### src/rpps_regs.vh
`ifndef RPPS_REGS_VH
`define RPPS_REGS_VH

// register byte addresses (12-bit bus address)
`define RPPS_ADDR_W        12
`define RPPS_CFG_ADDR      12'h000
`define RPPS_FUSE_ADDR     12'h004
`define RPPS_IN_PAGE       4'h1
`define RPPS_OUT_PAGE      4'h2

// field positions
`define RPPS_LOCK_BIT      13
`define RPPS_FUSE_BIT      29
`define RPPS_SEL_W         4

// reset values
`define RPPS_SEL_RST       4'h0
`define RPPS_LOCK_RST      1'b0
`define RPPS_FUSE_RST      1'b1
`define RPPS_RD_RST        32'h0000_0000

// sizes
`define RPPS_NUM_IN        24
`define RPPS_NUM_SLOT      32
`define RPPS_NUM_FUNC      16

// idle level per peripheral input: receive lines and active-low selects idle high
`define RPPS_IN_IDLE       24'h41_8308

// peripheral input index ranges per pin group
`define RPPS_G1_FIRST      5
`define RPPS_G2_FIRST      11
`define RPPS_G3_FIRST      19

// pin slots without an output selector
`define RPPS_SLOT_NO_OUT_A 5'h02
`define RPPS_SLOT_NO_OUT_B 5'h12

// peripheral output indices
`define RPPS_F_UART1_TX    4'h0
`define RPPS_F_UART2_RTS   4'h1
`define RPPS_F_SPI1_SS     4'h2
`define RPPS_F_BUS_PWR     4'h3
`define RPPS_F_CMP1        4'h4
`define RPPS_F_ACMP2       4'h5
`define RPPS_F_SPI1_DO     4'h6
`define RPPS_F_SPI2_DO     4'h7
`define RPPS_F_CMP2        4'h8
`define RPPS_F_ACMP3       4'h9
`define RPPS_F_CMP4        4'hA
`define RPPS_F_CMP5        4'hB
`define RPPS_F_REFCLK      4'hC
`define RPPS_F_SPI2_SS     4'hD
`define RPPS_F_CMP3        4'hE
`define RPPS_F_ACMP1       4'hF

`endif

### src/rpps_crossbar.v
`timescale 1ns/1ps
`include "rpps_regs.vh"

module rpps_crossbar #(
    parameter PKG_44_PIN   = 1,
    parameter USB_VARIANT  = 0,
    parameter VBAT_VARIANT = 0
) (
    input  wire        CLOCK,
    input  wire        NRST,
    input  wire [11:0] ADDR,
    input  wire [31:0] WR_DATA,
    input  wire        WR_EN,
    input  wire        RD_EN,
    output reg  [31:0] RD_DATA,
    input  wire        UNLOCK_OK,
    input  wire        FUSE_ONE_SESSION,
    input  wire [31:0] PIN_IN,
    input  wire [31:0] PIN_ANALOG,
    output reg  [31:0] PIN_OUT,
    output reg  [31:0] PIN_REMAP_OWN,
    input  wire [15:0] PERIPH_OUT,
    output reg  [23:0] PERIPH_IN,
    output reg         MAP_WRITE_LOCK
);

    // pin slot = {group, code}; B6 sits in the unused group 2 code 1 slot
    function pin_present;
        input [4:0] slot;
        begin
            pin_present = 1'b1;
            case (slot)
                5'h05: pin_present = (PKG_44_PIN != 0);
                5'h06: pin_present = (PKG_44_PIN != 0);
                5'h07: pin_present = (PKG_44_PIN != 0);
                5'h0D: pin_present = (PKG_44_PIN != 0);
                5'h0E: pin_present = (PKG_44_PIN != 0);
                5'h0F: pin_present = (PKG_44_PIN != 0);
                5'h15: pin_present = (PKG_44_PIN != 0);
                5'h16: pin_present = (PKG_44_PIN != 0);
                5'h17: pin_present = (PKG_44_PIN != 0);
                5'h1D: pin_present = (PKG_44_PIN != 0);
                5'h1E: pin_present = (PKG_44_PIN != 0);
                5'h1F: pin_present = (PKG_44_PIN != 0);
                5'h0B: pin_present = (USB_VARIANT == 0);
                5'h11: pin_present = (USB_VARIANT == 0);
                5'h1B: pin_present = (USB_VARIANT == 0);
                5'h13:
                    pin_present = (VBAT_VARIANT == 0);
                5'h12:
                    pin_present = 1'b0;
                default:
                    pin_present = 1'b1;
            endcase
        end
    endfunction

    function [1:0] in_group;
        input integer idx;
        begin
            if (idx >= `RPPS_G3_FIRST)
                in_group = 2'd3;
            else if (idx >= `RPPS_G2_FIRST)
                in_group = 2'd2;
            else if (idx >= `RPPS_G1_FIRST)
                in_group = 2'd1;
            else
                in_group = 2'd0;
        end
    endfunction

    function in_code_ok;
        input [1:0] grp;
        input [3:0] code;
        begin
            // group 2 codes 1 and 2 are never input sources; code 2 has no pin, and code 1 has none on a USB part
            if (grp == 2'd2 && (code == 4'h1 || code == 4'h2))
                in_code_ok = 1'b0;
            else
                in_code_ok = ~code[3];
        end
    endfunction

    // returns {valid, function index}
    function [4:0] out_map;
        input [1:0] grp;
        input [3:0] code;
        begin
            out_map = 5'h00;
            case (grp)
                2'd0: begin
                    case (code)
                        4'h0: out_map = 5'h00;
                        4'h1: out_map = {1'b1, `RPPS_F_UART1_TX};
                        4'h2: out_map = {1'b1, `RPPS_F_UART2_RTS};
                        4'h3: out_map = {1'b1, `RPPS_F_SPI1_SS};
                        4'h4: out_map = {(USB_VARIANT != 0), `RPPS_F_BUS_PWR};
                        4'h5: out_map = {1'b1, `RPPS_F_CMP1};
                        4'h6: out_map = 5'h00;
                        4'h7: out_map = {1'b1, `RPPS_F_ACMP2};
                        default: out_map = 5'h00;
                    endcase
                end
                2'd1: begin
                    case (code)
                        4'h0: out_map = 5'h00;
                        4'h1: out_map = 5'h00;
                        4'h2: out_map = 5'h00;
                        4'h3: out_map = {1'b1, `RPPS_F_SPI1_DO};
                        4'h4: out_map = {1'b1, `RPPS_F_SPI2_DO};
                        4'h5: out_map = {1'b1, `RPPS_F_CMP2};
                        4'h6: out_map = 5'h00;
                        4'h7: out_map = {1'b1, `RPPS_F_ACMP3};
                        default: out_map = 5'h00;
                    endcase
                end
                2'd2: begin
                    case (code)
                        4'h0: out_map = 5'h00;
                        4'h1: out_map = 5'h00;
                        4'h2: out_map = 5'h00;
                        4'h3: out_map = {1'b1, `RPPS_F_SPI1_DO};
                        4'h4: out_map = {1'b1, `RPPS_F_SPI2_DO};
                        4'h5: out_map = {1'b1, `RPPS_F_CMP4};
                        4'h6: out_map = {1'b1, `RPPS_F_CMP5};
                        4'h7: out_map = {1'b1, `RPPS_F_REFCLK};
                        default: out_map = 5'h00;
                    endcase
                end
                default: begin
                    case (code)
                        4'h0: out_map = 5'h00;
                        4'h1: out_map = 5'h00;
                        4'h2: out_map = 5'h00;
                        4'h3: out_map = 5'h00;
                        4'h4: out_map = {1'b1, `RPPS_F_SPI2_SS};
                        4'h5: out_map = {1'b1, `RPPS_F_CMP3};
                        4'h6: out_map = 5'h00;
                        4'h7: out_map = {1'b1, `RPPS_F_ACMP1};
                        default: out_map = 5'h00;
                    endcase
                end
            endcase
        end
    endfunction

    function has_out_reg;
        input [4:0] slot;
        begin
            has_out_reg = (slot != `RPPS_SLOT_NO_OUT_A) && (slot != `RPPS_SLOT_NO_OUT_B);
        end
    endfunction

    function is_in_addr;
        input [11:0] a;
        begin
            is_in_addr = (a[11:8] == `RPPS_IN_PAGE) && (a[1:0] == 2'b00) &&
                         (a[7:2] < `RPPS_NUM_IN);
        end
    endfunction

    function is_out_addr;
        input [11:0] a;
        begin
            is_out_addr = (a[11:8] == `RPPS_OUT_PAGE) && (a[1:0] == 2'b00) &&
                          (a[7] == 1'b0) && has_out_reg(a[6:2]);
        end
    endfunction

    // separate input and output selector sets
    reg  [3:0]  in_sel_q  [0:`RPPS_NUM_IN-1];
    reg  [3:0]  out_sel_q [0:`RPPS_NUM_SLOT-1];
    reg  [23:0] in_set_q;
    reg         lock_q;
    reg         lock_once_q;
    reg         fuse_q;
    reg         fuse_taken_q;
    reg  [31:0] rd_d;
    wire [23:0] periph_in_d;
    wire [31:0] pin_out_d;
    wire [31:0] pin_own_d;
    wire [4:0]  wr_in_idx;
    wire [4:0]  wr_slot;
    wire        cfg_wr;
    wire        sel_wr_ok;
    wire        lock_set_req;
    wire        lock_clr_req;
    wire        lock_frozen;
    wire [23:0] in_idle;
    integer     k;

    assign wr_in_idx = ADDR[6:2];
    assign wr_slot   = ADDR[6:2];
    assign cfg_wr    = WR_EN && (ADDR == `RPPS_CFG_ADDR);
    // locked writes are accepted and dropped
    assign sel_wr_ok = WR_EN && !lock_q;
    assign in_idle   = `RPPS_IN_IDLE;
    assign lock_set_req = cfg_wr && UNLOCK_OK && WR_DATA[`RPPS_LOCK_BIT];
    assign lock_clr_req = cfg_wr && UNLOCK_OK && !WR_DATA[`RPPS_LOCK_BIT];
    assign lock_frozen  = fuse_q && lock_once_q;

    // fuse is a static strap; sampled once after reset release
    always @(posedge CLOCK) begin
        if (!NRST) begin
            fuse_q       <= `RPPS_FUSE_RST;
            fuse_taken_q <= 1'b0;
        end else if (!fuse_taken_q) begin
            fuse_q       <= FUSE_ONE_SESSION;
            fuse_taken_q <= 1'b1;
        end
    end

    // lock bit; key sequence handled outside and reported on UNLOCK_OK
    always @(posedge CLOCK) begin
        if (!NRST) begin
            // reset is the only way out of a frozen lock
            lock_q      <= `RPPS_LOCK_RST;
            lock_once_q <= 1'b0;
        end else if (lock_set_req) begin
            lock_q      <= 1'b1;
            lock_once_q <= 1'b1;
        end else if (lock_clr_req && !lock_frozen) begin
            lock_q <= 1'b0;
        end
    end

    // input selector registers
    always @(posedge CLOCK) begin
        if (!NRST) begin
            in_set_q <= 24'h00_0000;
            for (k = 0; k < `RPPS_NUM_IN; k = k + 1) begin
                in_sel_q[k] <= `RPPS_SEL_RST;
            end
        end else if (sel_wr_ok && is_in_addr(ADDR)) begin
            in_sel_q[wr_in_idx] <= WR_DATA[3:0];
            in_set_q[wr_in_idx] <= 1'b1;
        end
    end

    // output selector registers
    always @(posedge CLOCK) begin
        if (!NRST) begin
            for (k = 0; k < `RPPS_NUM_SLOT; k = k + 1) begin
                out_sel_q[k] <= `RPPS_SEL_RST;
            end
        end else if (sel_wr_ok && is_out_addr(ADDR)) begin
            out_sel_q[wr_slot] <= WR_DATA[3:0];
        end
    end

    genvar gi;
    generate
        for (gi = 0; gi < `RPPS_NUM_IN; gi = gi + 1) begin : g_in
            wire [1:0] grp  = in_group(gi);
            wire [3:0] code = in_sel_q[gi];
            wire [4:0] slot = {grp, code[2:0]};
            wire       ok;
            assign ok = in_set_q[gi] && in_code_ok(grp, code) &&
                        pin_present(slot) && !PIN_ANALOG[slot];
            assign periph_in_d[gi] = ok ? PIN_IN[slot] : in_idle[gi];
        end
        for (gi = 0; gi < `RPPS_NUM_SLOT; gi = gi + 1) begin : g_out
            wire [31:0] gi_w = gi;
            wire [4:0] slot = gi_w[4:0];
            wire [4:0] fsel = out_map(slot[4:3], out_sel_q[gi]);
            wire       own;
            assign own = fsel[4] && has_out_reg(slot) && pin_present(slot) &&
                         !PIN_ANALOG[gi];
            // remap takes the pin over gpio
            assign pin_own_d[gi] = own;
            assign pin_out_d[gi] = own & PERIPH_OUT[fsel[3:0]];
        end
    endgenerate

    // read mux; unmapped addresses read zero
    always @* begin
        rd_d = `RPPS_RD_RST;
        if (ADDR == `RPPS_CFG_ADDR)
            rd_d[`RPPS_LOCK_BIT] = lock_q;
        else if (ADDR == `RPPS_FUSE_ADDR)
            rd_d[`RPPS_FUSE_BIT] = fuse_q;
        else if (is_in_addr(ADDR))
            rd_d[3:0] = in_sel_q[wr_in_idx];
        else if (is_out_addr(ADDR))
            rd_d[3:0] = out_sel_q[wr_slot];
    end

    // outputs registered: one cycle of routing latency traded for clean pad timing
    always @(posedge CLOCK) begin
        if (!NRST) begin
            RD_DATA <= `RPPS_RD_RST;
        end else begin
            RD_DATA <= RD_EN ? rd_d : `RPPS_RD_RST;
        end
    end

    always @(posedge CLOCK) begin
        if (!NRST) begin
            PIN_OUT <= 32'h0000_0000;
        end else begin
            PIN_OUT <= pin_out_d;
        end
    end

    always @(posedge CLOCK) begin
        if (!NRST) begin
            PIN_REMAP_OWN <= 32'h0000_0000;
        end else begin
            PIN_REMAP_OWN <= pin_own_d;
        end
    end

    always @(posedge CLOCK) begin
        if (!NRST) begin
            PERIPH_IN <= `RPPS_IN_IDLE;
        end else begin
            PERIPH_IN <= periph_in_d;
        end
    end

    always @(posedge CLOCK) begin
        if (!NRST) begin
            MAP_WRITE_LOCK <= `RPPS_LOCK_RST;
        end else begin
            MAP_WRITE_LOCK <= lock_q;
        end
    end

endmodule // rpps_crossbar

### config.mk
export PLATFORM = sky130hd
export DESIGN_NAME = rpps_crossbar
export DESIGN_NICKNAME = d
export VERILOG_FILES = /design/src/rpps_crossbar.v
export VERILOG_INCLUDE_DIRS = /design/src
export SDC_FILE = /design/constraint.sdc
export NUM_CORES = 1
export LEC_CHECK = 0
export ABC_AREA = 0
export BUFFER_PORTS_ARGS = -buffer_cell sky130_fd_sc_hd__buf_2
export CAP_MARGIN = 20
export CORE_ASPECT_RATIO = 1.75
export CORE_MARGIN = 3
export CORE_UTILIZATION = 60
export DETAILED_ROUTE_END_ITERATION = 8
export HOLD_SLACK_MARGIN = 0.15
export PLACE_DENSITY_LB_ADDON = 0.3
export SYNTH_ARGS = -nofsm -noshare
export SYNTH_HDL_FRONTEND = slang
export SYNTH_SLANG_ARGS = --single-unit
### constraint.sdc
create_clock -name CLOCK -period 6.4 [get_ports CLOCK]
set_input_delay 1.6 -clock CLOCK [delete_from_list [all_inputs] [get_ports CLOCK]]
set_output_delay 1.6 -clock CLOCK [all_outputs]
set_load 0.01 [all_outputs]
# ---- Yosys cells after proc, flatten, opt, wreduce, memory -nomap -nowiden
# Memory sizes are Yosys's and may differ from the RTL's.
# Index checks and enable logic that the tools add are counted.
dict set report op_classes {
  bitwise 59
  addsub 0
  div_mod_pow 0
  mul 0
  n_eq_ne 21
  reduce_logical 245
  n_mux 214
  n_shift 0
  magnitude_cmp 57
}
# op n
set op_table {}
lappend op_table {{$mux 5} 32}
lappend op_table {{$lt 4x5->1 const B} 30}
lappend op_table {{$logic_and 1x1->1} 148}
lappend op_table {{$bmux 1 s3} 48}
lappend op_table {{$bmux 1 s4} 30}
lappend op_table {{$mux 1} 99}
lappend op_table {{$lt 5x6->1 const B} 14}
lappend op_table {{$logic_not 1->1} 57}
lappend op_table {{$reduce_and 2->1} 24}
lappend op_table {{$eq 4x1->1 const B} 9}
lappend op_table {{$eq 4x2->1 const B} 9}
lappend op_table {{$lt 4x6->1 const B} 6}
lappend op_table {{$and 1x1->1} 30}
lappend op_table {{$lt 3x6->1 const B} 5}
lappend op_table {{$not 1->1} 28}
lappend op_table {{$or 24x24->24} 1}
lappend op_table {{$mux 4} 4}
lappend op_table {{$reduce_or 4->1} 4}
lappend op_table {{$eq 12x3->1 const B} 1}
lappend op_table {{$logic_not 12->1} 1}
lappend op_table {{$logic_or 1x1->1} 8}
lappend op_table {{$lt 6x5->1 const B} 1}
lappend op_table {{$demux 1 s5} 1}
lappend op_table {{$ge 5x1->1 const B} 1}
lappend op_table {{5 further kinds} 5}
dict set report word_totals {
  ramBits 224
  mem_count 86
  latchBits 0
  wordCells 720
  input_bits 130
  out_inout_bits 121
  register_bits 149
  romBits 2872
}
# name words width rd rd_clocked_by_memory_dff write_ports line_no
set mem_list {}
lappend mem_list {out_sel_q 32 4 31 0 32 rpps_crossbar.v:172} ;# reg [3:0] out_sel_q [0:`RPPS_NUM_SLOT-1];
lappend mem_list {in_sel_q 24 4 25 0 24 rpps_crossbar.v:171} ;# reg [3:0] in_sel_q [0:`RPPS_NUM_IN-1];
lappend mem_list {{(name not given)} 8 5 1 0 0 rpps_crossbar.v:118} ;# case (code)
lappend mem_list {{(name not given)} 8 5 1 0 0 rpps_crossbar.v:118}
lappend mem_list {{(name not given)} 8 5 1 0 0 rpps_crossbar.v:118}
lappend mem_list {{(name not given)} 8 5 1 0 0 rpps_crossbar.v:131} ;# case (code)
lappend mem_list {{+80 memories} -- -- -- -- -- --}

# ---- Longest topological paths before layout
# Gate-level depths: netlist of the first run.
dict set report depth {
  depth_word 10
  mapped_depth 8
}

# ---- Worst setup path before layout of the first run
# OpenSTA, ideal clock, no wires.
dict set report synth_timing {
  path_kind {input to register}
  start {in ADDR[11]}
  end {mem out_sel_q[19][0], enable pin}
  setup_time_ns 0.361
  cell_stages 6
  arrival_time_ns 3.564
  n_path_buf 2
  slack_ns 2.475
  cell_sequence {or4_4 > or4b_4 > or2_2 > clkbuf_1 > buf_2 > o21ai_0}
}
# element line_no
set synth_lines {}
lappend synth_lines {{from (decl)} rpps_crossbar.v:11} ;# input wire [11:0] ADDR,
lappend synth_lines {{to (decl)} rpps_crossbar.v:172}

==> flow_summary.yaml, run 1 <==
status:
  status: "finished clean"
route:
  vias: 15860
  drtPass1Iterations: 5
  drt_iter0_drc: 1510
  drc: 0
  routed_wl_microns: 60420
  ant_nets: 0
  vias_per_cell: 6.395
  wire_per_inst_microns: 24.36
floorplanning:
  top_level_ports: 251
  fp-row-count: 89
  chipWidth_microns: 146.6
  fp.dieH_microns: 252.1
  core_area_sq_um: 33960
  die_area_sq_um: 36960
  start_util_pct: 61.14
power:
  p_sw_share_pct: 25.65
  p_per_area_nw_per_um2: 242.9
  clkPwrFrac_pct: 38.8
  leakage_nw: 9.583
  p_int_mw: 4.176
  p_comb_share_pct: 11.6
  total_power_mw: 5.617
  ir_worst_vdd_mv: 0.2399
  pwr-share-seq_pct: 49.6
  p_sw_mw: 1.441
yosys:
  synth_edf_count: 256
  yosys_warnings: 0
  netlist_area_sq_um: 20760
  synth_cell_types: 50
  synthArstFlopShare_pct: 0
  synthCells: 1844
  synth_xor_area_share_pct: 0
  synth.top_cell.area_share_pct: 37.02
  yosys.area_share.simple_pct: 17.39
  synth_compound_area_share_pct: 5.766
  synthAdderAreaFrac_pct: 3.977
  ys_top_cells_by_area: "edfxtp_1 (37%), dfxtp_1 (11%), mux4_2 (11%), mux2i_1 (8.7%), ha_1 (4.0%)"
  synth_flop_cell: "edfxtp_1"
  muxShareOfSynthArea_pct: 19.57
  synth_area_leader_cell: "edfxtp_1"
  synth-seq-area-share_pct: 48.49
  postSynthAreaPerCell_sq_um: 11.26
  synth_top_family_by_area: "multiplexers"
  ys_ff_latch: 375
hold_path:
  worstHoldStart: "in_set_q[22]"
  hp-class: "register to register"
cts:
  cts-hold-fix-buffers: 0
  numCtsBuffers: 37
  cts_tree: "built"
  cts_max_level: 2
  clk_pin_slew_ns: 0.06
  cts_sinks: 375
  cts_resized: 0
  cts_setup_buffers: 0
  clock_path_buffers: 3
  clkLatencyLatePin_ns: 0.54
  cts_root_buffer: "clkbuf_16"
sta:
  max_freq_ghz: 0.2546
  min_period_over_period_pct: 61.37
  skew_ns: 0.02013
  finalSetupTns_ns: 0
  worst_pin_slew_ns: 1.133
  slew_headroom_pct: 24.45
  slew_violations: 0
  setup_viol: 0
  rsz0062_at_grt: "no"
  hold_violations: 0
  min_period_ns: 3.928
flow_run:
  drv_cap: 0
setup_path:
  critPathKind: "input port to register"
  rrSetupSlack_ns: 3.99
  r2r_start: "lock_q"
  start_kind: "input port"
  worstPathArrival_ns: 4.10
  cp-startpoint: "ADDR[11]"
  cp_max_fo: 40
  crit_required_ns: 6.57
  end_kind: "register"
global_route:
  top_usage_layer: "met2"
  grt_use_met3_pct: 4.234
  grt.total_usage_pct: 31.94
  grt_antenna_before_repair: 5
  grt_overflow: 0
  grt_use_met2_pct: 56.23
  grt_use_met1_pct: 35.75
  grt_max_degree: 85
  grt_pass1_wl_microns: 89830
  grt_pass1_vias: 15682
finish:
  drive_gt1_share_pct: 19.16
  area_growth_pct: 11.36
  nNetsFinal: 2187
placed_design:
  dpl.hpwl_microns: 43730
  routabilityCongestion: 0.9501
  port_buffers: 190
-- logic make-up (layout without fill, tap and decap cells) --
family                     Yosys count  count (layout)
other                                1              75
AOI/OAI and AO/OA                  192             192
buffers and inverters              224             331
DFF                                375             375
and+or+nand+nor                    705             705
adders and majority gates           66              66
muxes                              281             281
-- through the flow --
step	cell area, sq um	hold WS, ns	utilization (%)	setup slack (ns)	cells
2_1_floorplan	21020	0.4098	-	2.475	1913
3_3_place_gp	21900	0.4189	64.49	1.999	2407
3_5_place_dp	21900	0.4266	64.49	1.969	2407
4_1_cts	23110	0.4425	68.05	2.518	2475
5_1_grt	23120	0.4630	68.06	2.415	2477
6_report	23120	0.4390	68.09	2.472	2480
-- flip-flops by register name (all words and copies together) (netlist names) --
| name | count |
|---|---|
| in_set_q | 24 |
| PIN_OUT | 30 |
| out_sel_q | 128 |
| lock_once_q | 1 |
| in_sel_q | 128 |
| PERIPH_IN | 24 |
| PIN_REMAP_OWN | 30 |
| lock_q | 1 |
| fuse_q | 1 |
| fuse_taken_q | 1 |
| RD_DATA | 6 |
| MAP_WRITE_LOCK | 1 |
-- worst max-delay path, stage by stage --
cell and delay [ns]:
buf_2 0.10, or4_4 0.57, or4b_4 0.55, or2_2 0.63, o21ai_0 0.65
-- final cells by class --
class	count	area, sq um
clock buffers	47	1010
flip-flops and latches	375	10070
multi-input cells	1314	9982
repair buffers	204	1062
inverters	59	221.5
clock inverters	21	197.7
diodes	5	12.51
fillers	2502	10840
well taps	455	569.3
-- per-layer routing --
layer,vias up,part of all wire [%]
met3,253,7.8
met5,-,0.022
met4,2,7.8
li1,7019,-
met2,915,52
met1,7671,33
-- synth_stat cells (5+ instances only) --
| master | count |
|---|---|
| a2111oi_0 | 6 |
| a211oi_1 | 6 |
| a21oi_1 | 40 |
| a22o_1 | 5 |
| a311oi_1 | 8 |
| and2_1 | 13 |
| and3_1 | 121 |
| buf_1 | 9 |
| buf_2 | 14 |
| buf_4 | 32 |
| clkbuf_1 | 108 |
| dfxtp_1 | 119 |
| edfxtp_1 | 256 |
| ha_1 | 66 |
| inv_1 | 59 |
| mux2i_1 | 181 |
| mux4_2 | 100 |
| nand2_1 | 182 |
| nand2b_1 | 41 |
| nand3b_1 | 8 |
| nor2_1 | 168 |
| nor2b_1 | 30 |
| nor3_1 | 39 |
| nor3b_1 | 15 |
| nor4_1 | 35 |
| nor4b_1 | 7 |
| o21ai_0 | 33 |
| o21ai_2 | 5 |
| o21bai_1 | 7 |
| o22ai_1 | 71 |
| or2_2 | 8 |
| or3_1 | 13 |
-- cell usage in the layout, fill, tap and decap left out, drive strengths merged, types with 3 or more instances in the layout --
cell	Yosys	routed
a21boi	4	4
nand3b	8	8
nor3	39	39
clkinv	0	7
and3	121	121
a22o	5	5
clkinvlp	0	6
mux2i	181	181
and2	13	13
nand4b	4	4
clkbuf	108	47
a2111oi	6	6
nor2	168	168
nor2b	30	30
nor4	35	35
or2	8	8
mux4	100	100
a21oi	40	40
nor3b	15	15
diode	0	5
inv	59	65
or4b	5	5
conb	1	70
ha	66	66
or3	13	13
a211oi	6	6
or4bb	3	3
o21ai	41	41
o21bai	7	7
nand2b	41	41
a311oi	8	8
nor4b	7	7
o22ai	71	71
dfxtp	119	119
buf	57	204
nand4bb	3	3
nand2	182	182
edfxtp	256	256
or4	4	4
-- power by group through the flow --
stage	Combinational [mW]	Sequential [mW]	Clock [mW]
floorplan	0.438	2.81	0
global placement	0.615	2.83	0
detailed placement	0.635	2.83	0
CTS	0.639	2.78	2.19
global route	0.692	2.80	2.28
finish	0.650	2.79	2.18
-- worst paths after layout --
path,depth (start not counted),end
setup / recovery,5,out_sel_q[27][0]
hold / removal,2,in_set_q[22]
setup reg to reg,4,out_sel_q[27][0]
hold reg to reg,2,in_set_q[22]
Power figures use the tool's default switching activity.
==> run 2: changes to the inputs <==
--- a/config.mk
+++ b/config.mk
@@ -11,7 +11,7 @@
 export CAP_MARGIN = 20
 export CORE_ASPECT_RATIO = 1.75
 export CORE_MARGIN = 3
-export CORE_UTILIZATION = 60
+export CORE_UTILIZATION = 59
 export DETAILED_ROUTE_END_ITERATION = 8
 export HOLD_SLACK_MARGIN = 0.15
 export PLACE_DENSITY_LB_ADDON = 0.3
==> constraint.sdc (replaced) <==
create_clock -name CLOCK -period 3.95 [get_ports CLOCK]
set_input_delay 0.9875 -clock CLOCK [delete_from_list [all_inputs] [get_ports CLOCK]]
set_output_delay 0.9875 -clock CLOCK [all_outputs]
set_load 0.01 [all_outputs]
==> flow_summary.yaml, run 2 (same netlist as run 1, synthesis figures left out) <==
route:
  vias_per_cell: 6.402
  drt_iter0_drc: 1620
  vias: 16004
  drc: 0
  routed_wl_microns: 60770
  ant_nets: 0
  drtPass1Iterations: 6
  wire_per_inst_microns: 24.31
power:
  pwr-share-seq_pct: 49.0
  total_power_mw: 9.209
  p_sw_mw: 2.330
  clkPwrFrac_pct: 39.5
  ir_worst_vdd_mv: 0.3106
  leakage_nw: 9.684
  p_per_area_nw_per_um2: 395.0
  p_int_mw: 6.879
  p_sw_share_pct: 25.31
  p_comb_share_pct: 11.5
cts:
  clk_pin_slew_ns: 0.06
  cts-hold-fix-buffers: 0
  cts_sinks: 375
  numCtsBuffers: 36
  cts_resized: 0
  cts_root_buffer: "clkbuf_16"
  clkLatencyLatePin_ns: 0.55
  cts_tree: "built"
  cts_setup_buffers: 0
  clock_path_buffers: 3
  cts_max_level: 2
setup_path:
  crit_required_ns: 4.12
  worstPathBufferInverterCount: 1
  cp_max_fo: 21
  cpPeakStageDelay_ns: 0.57
  cp_slowest_cell: "o21ai_0"
  critPathTopFamily: "simple AND/OR/NAND/NOR gates"
  start_kind: "input port"
  critPathKind: "input port to register"
  cp_cell_sequence: "buf_2 -> or4_4 -> or4b_4 -> or2_2 -> o21ai_0"
  worstPathArrival_ns: 3.28
  end_kind: "register"
finish:
  multiInputGateArea_sq_um: 9976
  final-seq-area_sq_um: 10070
  fin_area_sq_um: 23310
  top_regs: "in_sel_q (128), out_sel_q (128)"
  drive_gt1_share_pct: 19.76
  nFillCells: 2572
  final_common_cell: "edfxtp_1"
  area_growth_pct: 12.27
  nNetsFinal: 2202
  layout.cells.non_filler: 2500
  final_cell_mix: "edfxtp_1 (256), buf_2 (189), nand2_1 (182), mux2i_1 (181), nor2_1 (168)"
  final_core_util_pct: 67.44
floorplanning:
  top_level_ports: 251
  start_util_pct: 60.07
  chipWidth_microns: 147.8
  core_area_sq_um: 34570
  fp.dieH_microns: 254.2
  die_area_sq_um: 37570
  fp-row-count: 90
sta:
  min_period_over_period_pct: 78.78
  holdWs_ns: 0.4413
  min_period_ns: 3.112
  slew_headroom_pct: 24.47
  finalSetupTns_ns: 0
  worst_slack_ns: 0.8384
  max_freq_ghz: 0.3214
  setup_viol: 0
  worst_pin_slew_ns: 1.133
  skew_ns: 0.02018
  rsz0062_at_grt: "no"
  slew_violations: 0
  hold_violations: 0
status:
  status: "finished clean"
placed_design:
  port_buffers: 190
  routabilityCongestion: 0.9779
  place_ws_ns: 0.2915
  place_inst: 2428
  placed_cell_area_sq_um: 22060
  dpl.hpwl_microns: 43880
flow_run:
  drv_cap: 0
global_route:
  grt_pass1_wl_microns: 89890
  grt_pass1_vias: 15980
  grt_antenna_before_repair: 6
  grt_overflow: 0
  grt.total_usage_pct: 31.70
  grt_max_degree: 97
hold_path:
  hp-class: "register to register"
run 2: worst paths after layout:
| path | startpoint | to | slack, ns | cells after the start |
|---|---|---|---|---|
| worst min-delay path | in_set_q[3] | in_set_q[3] | 0.44 | 2 |
| worst min register to register | in_set_q[3] | in_set_q[3] | 0.44 | 2 |
| worst max register to register | out_sel_q[15][0] | PIN_OUT[15] | 1.63 | 6 |
| worst max-delay path | ADDR[11] | out_sel_q[28][2] | 0.84 | 5 |
run 2: layout make-up:
class                      instances  area share, %
tap                              460          2.469
clock buffer                      45          4.277
antenna                            6        0.06440
clock inverter                    21          1.025
multi-input combinational       1314          42.79
sequential                       375          43.19
inverter                          59         0.9499
timing repair buffer             220          5.233
run 2: power by group through the flow:
| stage | Clock (mW) | Combinational [mW] | Sequential, mW |
|---|---|---|---|
| 4_1_cts | 3.66 | 1.04 | 4.51 |
| 5_1_grt | 3.82 | 1.13 | 4.53 |
| 6_report | 3.63 | 1.06 | 4.51 |
| 2_1_floorplan | 0 | 0.710 | 4.55 |
| 3_5_place_dp | 0 | 1.03 | 4.59 |
| 3_3_place_gp | 0 | 1.00 | 4.58 |
run 2: layer usage:
layer  vias up  wire [microns]  GRT usage [%]
met5         -              13              0
met4         2            4633          21.19
met3       263            5061          4.231
met2       948           31540          57.18
met1      7720           19520          34.72
li1       7071               -              -
run 2: worst reg2reg max path: stages (launching register included):
cell and delay (ns):
edfxtp_1 0.46, inv_1 0.08, ha_1 0.30, nor3b_1 0.40
mux4_2 0.56, mux2i_1 0.33, nor2b_1 0.08
